`src/hw/rfa_defs.vh`:
```
`ifndef RFA_DEFS_VH
`define RFA_DEFS_VH
// ----------------------------------------------------------------
// field access kinds
// ----------------------------------------------------------------
`define RFA_KIND_W           3
`define RFA_KIND_RW          3'h0
`define RFA_KIND_RO          3'h1
`define RFA_KIND_RC          3'h2
`define RFA_KIND_RWC         3'h3
`define RFA_KIND_RW1C        3'h4
`define RFA_KIND_RW1S        3'h5
`define RFA_KIND_W1C         3'h6
`define RFA_KIND_RSVD        3'h7
// ----------------------------------------------------------------
// bank layout: byte offsets relative to the bank base
// ----------------------------------------------------------------
`define RFA_OFS_W            12
`define RFA_OFS_RW           12'h000
`define RFA_OFS_RO           12'h004
`define RFA_OFS_RC           12'h008
`define RFA_OFS_RWC          12'h00c
`define RFA_OFS_RW1C         12'h010
`define RFA_OFS_RW1S         12'h014
`define RFA_OFS_W1C          12'h018
`define RFA_OFS_RSVD         12'h01c
`define RFA_NUM_REGS         8
`define RFA_RESET_VAL        32'h00000000
`define RFA_RSVD_READ        32'h00000000
`endif

```
`src/hw/rfa_field.v`:
```
`include "rfa_defs.vh"

// one register of the bank; KIND selects the access behaviour
module rfa_field #(
   parameter [2:0] KIND      = `RFA_KIND_RW,
   parameter       WIDTH     = 32,
   parameter [31:0] RST_VAL  = `RFA_RESET_VAL
) (
   // clock and reset
   input  wire             clk_in,
   input  wire             rst_n_in,
   // access strobes
   input  wire             sel_in,
   input  wire             wr_in,
   input  wire             rd_in,
   input  wire [WIDTH-1:0] wdata_in,
   // hardware side
   input  wire [WIDTH-1:0] hw_set_in,
   input  wire [WIDTH-1:0] hw_val_in,
   // read view
   output wire [WIDTH-1:0] rdata_out
);
   reg  [WIDTH-1:0] val_r;
   reg  [WIDTH-1:0] val_nxt;
   wire             wr_hit;
   wire             rd_hit;

   assign wr_hit = sel_in & wr_in;
   assign rd_hit = sel_in & rd_in;

   // ----------------------------------------------------------------
   // next value; hardware sets win over any clear in the same cycle
   // ----------------------------------------------------------------
   always @* begin
      val_nxt = val_r;
      case (KIND)
         `RFA_KIND_RW: begin
            if (wr_hit) begin
               val_nxt = wdata_in;
            end
         end
         `RFA_KIND_RC: begin
            if (rd_hit) begin
               val_nxt = {WIDTH{1'b0}};
            end
         end
         `RFA_KIND_RWC: begin
            if (wr_hit) begin
               val_nxt = {WIDTH{1'b0}};
            end
         end
         `RFA_KIND_RW1C, `RFA_KIND_W1C: begin
            if (wr_hit) begin
               val_nxt = val_r & ~wdata_in;
            end
         end
         `RFA_KIND_RW1S: begin
            if (wr_hit) begin
               val_nxt = val_r | wdata_in;
            end
         end
         default: begin
            val_nxt = val_r;
         end
      endcase
      if (KIND != `RFA_KIND_RW && KIND != `RFA_KIND_RO && KIND != `RFA_KIND_RSVD) begin
         val_nxt = val_nxt | hw_set_in;
      end
   end

   always @(posedge clk_in or negedge rst_n_in) begin
      if (!rst_n_in) begin
         val_r <= RST_VAL[WIDTH-1:0];
      end else begin
         val_r <= val_nxt;
      end
   end

   // read-only shows the live hardware value; the write-only slot shows its
   // stored bits so the block's logic can use them, and the bank hides them
   // from software reads
   assign rdata_out = (KIND == `RFA_KIND_RO)   ? hw_val_in :
                      (KIND == `RFA_KIND_RSVD) ? {WIDTH{1'b0}} :
                      val_r;
endmodule

```
`src/hw/rfa_bank.v`:
```
`include "rfa_defs.vh"

// ----------------------------------------------------------------
// register bank showing every field access kind
// ----------------------------------------------------------------
module rfa_bank #(
   parameter        WIDTH = 32,
   parameter [31:0] BASE  = 32'h00000000
) (
   // clock and reset
   input  wire             clk_sys_in,
   input  wire             resetn_in,
   // access port
   input  wire             sel_in,
   input  wire             wr_in,
   input  wire             rd_in,
   input  wire [31:0]      addr_in,
   input  wire [WIDTH-1:0] wdata_in,
   output reg  [WIDTH-1:0] rdata_out,
   output reg              hit_out,
   // hardware events and status
   input  wire [WIDTH-1:0] ro_val_in,
   input  wire [WIDTH-1:0] rc_set_in,
   input  wire [WIDTH-1:0] rwc_set_in,
   input  wire [WIDTH-1:0] rw1c_set_in,
   input  wire [WIDTH-1:0] rw1s_set_in,
   input  wire [WIDTH-1:0] w1c_set_in,
   // stored values to the block's logic
   output wire [WIDTH-1:0] ctrl_out,
   output wire [WIDTH-1:0] rw1c_val_out,
   output wire [WIDTH-1:0] rw1s_val_out,
   output wire [WIDTH-1:0] w1c_val_out
);
   reg              rst_meta_r;
   reg              rst_sync_r;
   wire [WIDTH-1:0] rd_vec [0:`RFA_NUM_REGS-1];
   wire [WIDTH-1:0] set_vec [0:`RFA_NUM_REGS-1];
   wire [WIDTH-1:0] zero_w;
   wire             in_bank;
   wire [`RFA_OFS_W-1:0] ofs;
   wire [2:0]       idx;
   wire             wr_acc;
   wire             rd_acc;
   wire [`RFA_NUM_REGS-1:0] slot_sel;
   reg  [WIDTH-1:0] rd_sel;

   // ----------------------------------------------------------------
   // decode helpers
   // ----------------------------------------------------------------

   // index of a register from its byte offset
   function [2:0] reg_index;
      input [`RFA_OFS_W-1:0] o;
      begin
         reg_index = o[4:2];
      end
   endfunction

   // access kind of each slot; shared by the field instances and the read path
   function [2:0] slot_kind;
      input [31:0] s;
      begin
         case (s)
            32'h0:   slot_kind = `RFA_KIND_RW;
            32'h1:   slot_kind = `RFA_KIND_RO;
            32'h2:   slot_kind = `RFA_KIND_RC;
            32'h3:   slot_kind = `RFA_KIND_RWC;
            32'h4:   slot_kind = `RFA_KIND_RW1C;
            32'h5:   slot_kind = `RFA_KIND_RW1S;
            32'h6:   slot_kind = `RFA_KIND_W1C;
            default: slot_kind = `RFA_KIND_RSVD;
         endcase
      end
   endfunction

   // write-only reads carry no meaning; returning zero keeps pending
   // status from leaking to software through a stray read
   function slot_readable;
      input [2:0] k;
      begin
         case (k)
            `RFA_KIND_W1C:  slot_readable = 1'b0;
            `RFA_KIND_RSVD: slot_readable = 1'b0;
            default:        slot_readable = 1'b1;
         endcase
      end
   endfunction

   // ----------------------------------------------------------------
   // reset release
   // ----------------------------------------------------------------
   always @(posedge clk_sys_in or negedge resetn_in) begin
      if (!resetn_in) begin
         rst_meta_r <= 1'b0;
         rst_sync_r <= 1'b0;
      end else begin
         rst_meta_r <= 1'b1;
         rst_sync_r <= rst_meta_r;
      end
   end

   // ----------------------------------------------------------------
   // address decode: base plus aligned byte offset
   // ----------------------------------------------------------------
   assign ofs     = addr_in[`RFA_OFS_W-1:0];
   assign in_bank = (addr_in[31:`RFA_OFS_W] == BASE[31:`RFA_OFS_W]) &&
                    (ofs[1:0] == 2'h0) && (ofs <= `RFA_OFS_RSVD);
   assign idx     = reg_index(ofs);
   assign zero_w  = {WIDTH{1'b0}};

   // ----------------------------------------------------------------
   // access qualifiers; a write wins when both strobes are high
   // ----------------------------------------------------------------
   assign wr_acc = sel_in & wr_in;
   assign rd_acc = sel_in & rd_in & ~wr_in;

   assign set_vec[0] = zero_w;
   assign set_vec[1] = zero_w;
   assign set_vec[2] = rc_set_in;
   assign set_vec[3] = rwc_set_in;
   assign set_vec[4] = rw1c_set_in;
   assign set_vec[5] = rw1s_set_in;
   assign set_vec[6] = w1c_set_in;
   assign set_vec[7] = zero_w;

   // ----------------------------------------------------------------
   // one field instance per slot
   // ----------------------------------------------------------------
   genvar g;
   generate
      for (g = 0; g < `RFA_NUM_REGS; g = g + 1) begin : slot
         localparam [2:0] K = slot_kind(g);
         assign slot_sel[g] = in_bank && (idx == g);
         rfa_field #(
            .KIND    (K),
            .WIDTH   (WIDTH),
            .RST_VAL (`RFA_RESET_VAL)
         ) u_fld (
            .clk_in    (clk_sys_in),
            .rst_n_in  (rst_sync_r),
            .sel_in    (slot_sel[g]),
            .wr_in     (wr_acc),
            .rd_in     (rd_acc),
            .wdata_in  (wdata_in),
            .hw_set_in (set_vec[g]),
            .hw_val_in (ro_val_in),
            .rdata_out (rd_vec[g])
         );
      end
   endgenerate

   // ----------------------------------------------------------------
   // registered read data; the clear-on-read slot updates on the same
   // edge, so the read returns the value before clearing
   // ----------------------------------------------------------------
   always @* begin
      rd_sel = zero_w;
      if (in_bank && slot_readable(slot_kind({29'h0, idx}))) begin
         rd_sel = rd_vec[idx];
      end
   end

   always @(posedge clk_sys_in or negedge rst_sync_r) begin
      if (!rst_sync_r) begin
         rdata_out <= zero_w;
      end else if (rd_acc) begin
         rdata_out <= rd_sel;
      end
   end

   // ----------------------------------------------------------------
   // hit flag: one cycle, mapped and aligned accesses only
   // ----------------------------------------------------------------
   always @(posedge clk_sys_in or negedge rst_sync_r) begin
      if (!rst_sync_r) begin
         hit_out <= 1'b0;
      end else begin
         hit_out <= sel_in & in_bank;
      end
   end

   // ----------------------------------------------------------------
   // stored values to the block's logic; the write-only slot is
   // visible here although software reads of it return zero
   // ----------------------------------------------------------------
   assign ctrl_out     = rd_vec[0];
   assign rw1c_val_out = rd_vec[4];
   assign rw1s_val_out = rd_vec[5];
   assign w1c_val_out  = rd_vec[6];
endmodule

```
`config.mk`:
```
export PLATFORM = sky130hd
export DESIGN_NAME = rfa_bank
export DESIGN_NICKNAME = d
export VERILOG_FILES = /design/src/hw/rfa_field.v /design/src/hw/rfa_bank.v
export VERILOG_INCLUDE_DIRS = /design/src /design/src/hw
export SDC_FILE = /design/constraint.sdc
export NUM_CORES = 1
export LEC_CHECK = 0
export BUFFER_PORTS_ARGS = -buffer_cell sky130_fd_sc_hd__buf_2
export CAP_MARGIN = 10
export CORE_AREA = 2 2 166 168
export CTS_CLUSTER_DIAMETER = 40
export DETAILED_ROUTE_END_ITERATION = 8
export DIE_AREA = 0 0 168 170
export GPL_ROUTABILITY_DRIVEN = 0
export PLACE_DENSITY = 0.65
export SYNTH_ARGS = -nofsm -noshare
export SYNTH_HDL_FRONTEND = slang
export SYNTH_SLANG_ARGS = --single-unit
```
`constraint.sdc`:
```
create_clock -name clk_sys_in -period 14.3 [get_ports clk_sys_in]
set_input_delay 2.145 -clock clk_sys_in [delete_from_list [all_inputs] [get_ports clk_sys_in]]
set_output_delay 2.145 -clock clk_sys_in [all_outputs]
set_load 0.02 [all_outputs]
```
======== Yosys cells after proc, flatten, opt, wreduce, memory -nomap -nowiden ========
Index checks and enable logic that the tools add are counted.
cells by class
  $lt $le $gt $ge ......................... 2
  eq/ne operators ......................... 8
  muxes and demuxes ....................... 11
  bitwise operators ....................... 21
  reductions and logical operators ........ 13
operators with widths
  operator               count
  $mux W32               8
  $or A32 B32 Y32        6
  $bmux W32 S3           1
  $and A32 B32 Y32       2
  $not A32 Y32           1
  $pmux W3 S7            1
  $logic_not A20 Y1      1
  $eq A3 B3 Y1 const B   5
  $le A12 B5 Y1 const B  1
  $and A1 B1 Y1          10
  $logic_and A1 B1 Y1    9
  $eq A3 B2 Y1 const B   2
  $ge A4 B4 Y1 const B   1
  $not A3 Y4             1
  $eq A3 B1 Y1 const B   1
  $logic_not A3 Y1       1
  $logic_not A2 Y1       1
  $reduce_or A2 Y1       1
  $mux W1                1
  $not A1 Y1             1
storage, ports and cells
  register bits ........................... 227
  output and inout port bits .............. 161
  word-level logic and storage cells ...... 65

======== Logic depth before layout (Yosys ltp) ========
  depth after elaboration ................. 7
  mapped depth ............................ 9

======== Modules after synthesis ========
From an unflattened synthesis, not the netlist that was laid out.
second synthesis, totals
  cells, all modules ...................... 792
  area total of the unflattened synthesis .. 10900.5 µm²
modules (own cells, without submodules)
  module                         times used  cells each  area an instance (µm²)  seq. area each (µm²)
  rfa_bank                       1           249         3269.4                  875.8
  rfa_field (slot[4].u_fld ...)  2           102         1231.2                  800.8
  rfa_field (slot[2].u_fld ...)  2           68          1083.5                  800.8
  rfa_field (slot[0].u_fld)      1           68          1345.0                  800.8
  rfa_field (slot[5].u_fld)      1           70          1172.4                  800.8
  rfa_field (slot[7].u_fld)      1           33          244.0                   0.0
  rfa_field (slot[1].u_fld)      1           32          240.2                   0.0

======== Worst setup path before layout ========
OpenSTA, ideal clock, no wires.
  kind .................................... input to register
  from .................................... in addr_in[2]
  to ...................................... reg rdata_out[17]
  library setup time ...................... 0.121 ns
  data arrival time ....................... 3.711 ns
  path slack .............................. 10.468 ns
  cell stages on the path ................. 7
  path buffers ............................ 3
  cell sequence ........................... clkbuf_1 -> buf_2 -> buf_2 -> mux4_2 -> inv_1 -> o22ai_1 -> a22o_1
on the way
  longest elaborated chain between the ends .. 7
RTL lines
  item                                  RTL line        source
  from (decl)                           rfa_bank.v:17   input wire [31:0] addr_in,
  $eq A3 B3 Y1 (tied with other cells)  rfa_bank.v:63   case (s)
  $pmux W3 S7                           rfa_bank.v:63
  $eq A3 B3 Y1                          rfa_bank.v:81   case (k)
  $reduce_or A2 Y1 (no line)            -
  $mux W1                               rfa_bank.v:81
  $logic_and A1 B1 Y1                   rfa_bank.v:158  if (in_bank && slot_readable(slot_kind({29'h0, idx}))) begin
  $mux W32 (*)                          rfa_bank.v:158
  to (signal assigned)                  rfa_bank.v:165  rdata_out <= zero_w;
  to (signal assigned)                  rfa_bank.v:167  rdata_out <= rd_sel;
  to (decl)                             rfa_bank.v:19   output reg [WIDTH-1:0] rdata_out,
Every way passes the cells marked *; elsewhere a longest branch is shown, timed or not. The select of a mux whose other input is x is not followed.
A chain may end at the register's enable or synchronous reset.

======== Final worst setup path ========
  from .................................... in addr_in[4]
  to ...................................... reg slot[5].u_fld.val_r[17]
on the way
  longest elaborated chain between the ends .. 6
RTL lines
  item                                 RTL line        source
  $le A12 B5 Y1 (no line)              -
  $logic_and A1 B1 Y1                  rfa_bank.v:106  assign in_bank = (addr_in[31:`RFA_OFS_W] == BASE[31:`RFA_OFS_W]) &&
  $logic_and A1 B1 Y1 (*)              rfa_bank.v:133  assign slot_sel[g] = in_bank && (idx == g);
  $and A1 B1 Y1 (*)                    rfa_field.v:28  assign wr_hit = sel_in & wr_in;
  $mux W32 (*)                         rfa_field.v:58  if (wr_hit) begin
  $or A32 B32 Y32 (*)                  rfa_field.v:67  val_nxt = val_nxt | hw_set_in;
  named net slot[5].u_fld.val_nxt[17]  rfa_field.v:24  reg [WIDTH-1:0] val_nxt;
  to (signal assigned)                 rfa_field.v:73  val_r <= RST_VAL[WIDTH-1:0];
  to (signal assigned)                 rfa_field.v:75  val_r <= val_nxt;
  to (decl)                            rfa_field.v:23  reg [WIDTH-1:0] val_r;
Mark *: on every way through the listed nets, which the timed path passes. The rest lies on a longest branch.

==> results.json <==
{
  "outcome": "completed",
  "wl_per_cell_um": 24.1,
  "synth_seq_cells": 227,
  "area_growth_pct": 25.1,
  "fin_area_um2": 13800,
  "final.setup.tns_ps": 0,
  "core_area_um2": 26700,
  "yosys.area.top_type_share_pct": 51.5,
  "setup.worst_path.start_class": "input pin",
  "rsz0062_at_grt": "no",
  "detail_route.vias_per_cell": 5.65,
  "postCtsSetupRepairBufs": 0,
  "totalWireLength_um": 37400,
  "final_common_cell": "buf_2",
  "p_seq_share_pct": 37.9,
  "grt_max_degree": 65,
  "gr-usage-all-layers_pct": 25.7,
  "ir_drop_uv": 109,
  "worst_slew_pin_slew_ps": 1180,
  "clk_latency_ps": 500,
  "hpwl_um": 26000,
  "h-tree-depth": 2,
  "combinationalPowerShare_pct": 5.9,
  "multi_input_area_um2": 3990,
  "power.switching_uw": 375,
  "clock_skew_ps": 7.54,
  "postPlaceCellArea_um2": 12400,
  "syn_avg_cell_area_um2": 12.3,
  "path_clk_slew_ps": 50,
  "cts_tree": "yes",
  "final_cell_mix": "buf_2, dfrtp_1, a21o_1",
  "dieHeight_um": 170,
  "grt-ovfl-total": 0,
  "setup_viol": 0,
  "critPathMaxFanout": 36,
  "post-place-cells": 1479,
  "rrSetupSlack_ps": 11970,
  "io_pins": 422,
  "numCtsBuffers": 37,
  "grt_pass1_vias": 8950,
  "synth_area_leaders": "dfrtp_1, buf_4, a21o_1",
  "drc": 0,
  "synth_cell_types": 32,
  "synth_nets": 1158,
  "cts-root-buf": "clkbuf_16",
  "relSlewSlack_pct": 21.5,
  "instances_no_fill": 1551,
  "syn-cell-area_um2": 11000,
  "arrival_ps": 5940,
  "startpoint": "addr_in[4]",
  "cts_sinks": 227,
  "crit_type": "input pin to flip-flop",
  "hold_violations": 0,
  "clk_path_buf_depth": 3,
  "p_int_uw": 1330,
  "seq_area_um2": 5680,
  "initial_core_util_pct": 41.4,
  "period_minus_slack_ps": 5510,
  "holdBufCountCts": 0,
  "netlist_instances": 897,
  "hold_ws_ps": 344,
  "clkPwrFrac_pct": 56.2,
  "die_area_um2": 28600,
  "r2r-end": "slot[4].u_fld.rdata_out[26]",
  "ff2ff_path_depth": 2,
  "fin_nets": 1439,
  "crit_path_end_kind": "flip-flop",
  "grt_pass1_wl_um": 55200,
  "leakagePower_uw": 0.00604,
  "maxCapViolCount": 0,
  "num_rows": 60,
  "yosys_warnings": 0,
  "dr.pass1.iters": 7,
  "layout-drive-gt1-share_pct": 45.7,
  "fp.dieW_um": 168,
  "drt_iter0_markers": 717,
  "report.final.slew_viol_count": 0,
  "antenna_found_initial": 5,
  "power.density_nw_per_um2": 123,
  "fillers": 2392,
  "io_buffers": 421,
  "cts_resized": 0,
  "seq_area_frac_synth_pct": 51.5,
  "finalCritPeriodShare_pct": 38.5,
  "power.share.switching_pct": 22.0,
  "hold_path_class": "flip-flop to asynchronous set/reset pin",
  "postRouteAntennaNets": 0,
  "vias": 8760,
  "r2r-start": "rst_sync_r",
  "fmax_mhz": 182,
  "power.total_uw": 1700,
  "required_ps": 14730,
  "yosysTopAreaCell": "dfrtp_1"
}
-- routing by layer --
layer | wire length (µm) | vias to the layer above | GRT usage, %
li1 | - | 3748 | -
met2 | 18100 | 487 | 42.5
met5 | 7 | - | 0
met4 | 1330 | 2 | 10.9
met3 | 3300 | 99 | 6.88
met1 | 14600 | 4424 | 32.1
-- worst max-delay path, cell delays in order --
cell	delay, ps
buf_2	80
buf_4	440
and3_2	870
nor2b_4	1080
and4_2	1040
a211o_1	240
-- synth_stat cells (all sizes together) --
library cell  number
a211o             32
a21o              96
a22o              32
and3               2
and4               4
buf              152
clkbuf            41
conb               1
dfrtp            227
inv               32
mux2              32
mux2i             32
mux4              32
nand2              1
nand2b            33
nand3             33
nand3b             2
nand4             35
nor2               1
nor2b              1
nor3               3
nor3b              1
nor4               7
o22ai             32
o31ai             32
or4                1
-- layout make-up --
class | instances | area share, %
Timing Repair Buffer | 435 | 16.1
Inverter | 32 | 0.871
Clock inverter | 18 | 1.87
Tap cell | 341 | 3.09
Sequential cell | 227 | 41.2
Multi-Input combinational cell | 445 | 28.9
Antenna cell | 4 | 0.0726
Clock buffer | 49 | 7.86
-- per-stage QoR --
stage	utilization (%)	setup WS (ps)
finish	51.7	8790
global route	51.7	8710
CTS	51.7	8920
detailed placement	46.6	8430
global placement	46.6	8500
floorplan	-	7510
-- power groups by stage --
stage	Combinational (µW)	Clock, µW	Sequential [µW]
finish	100	957	646
global route	108	999	646
CTS	101	970	646
detailed placement	100	0	657
global placement	99.8	0	657
floorplan	34.2	0	664
-- flip-flops by register name, indices dropped and copies added, names as in the netlist --
register              count
hit_out                   1
rdata_out                32
rst_meta_r                1
rst_sync_r                1
slot.u_fld.rdata_out    192
-- cell families after synthesis --
logic type	Yosys count	share of synthesized area, %
mux	96	12.7
simple gates	124	7.57
other cells	1	0.0340
buf+inv	225	12.6
flops	227	51.5
compound gates	224	15.6
-- how the worst max path moves through the flow --
stage	to	slack, ps	cells past startpoint
2_1_floorplan	hit_out	7510	0
3_3_place_gp	slot[5].u_fld.rdata_out[16]	8500	6
3_5_place_dp	slot[5].u_fld.rdata_out[31]	8430	6
4_1_cts	slot[5].u_fld.rdata_out[31]	8920	6
5_1_grt	slot[5].u_fld.rdata_out[16]	8710	6
6_report	slot[5].u_fld.rdata_out[17]	8790	6
Power figures use the tool's default switching activity.
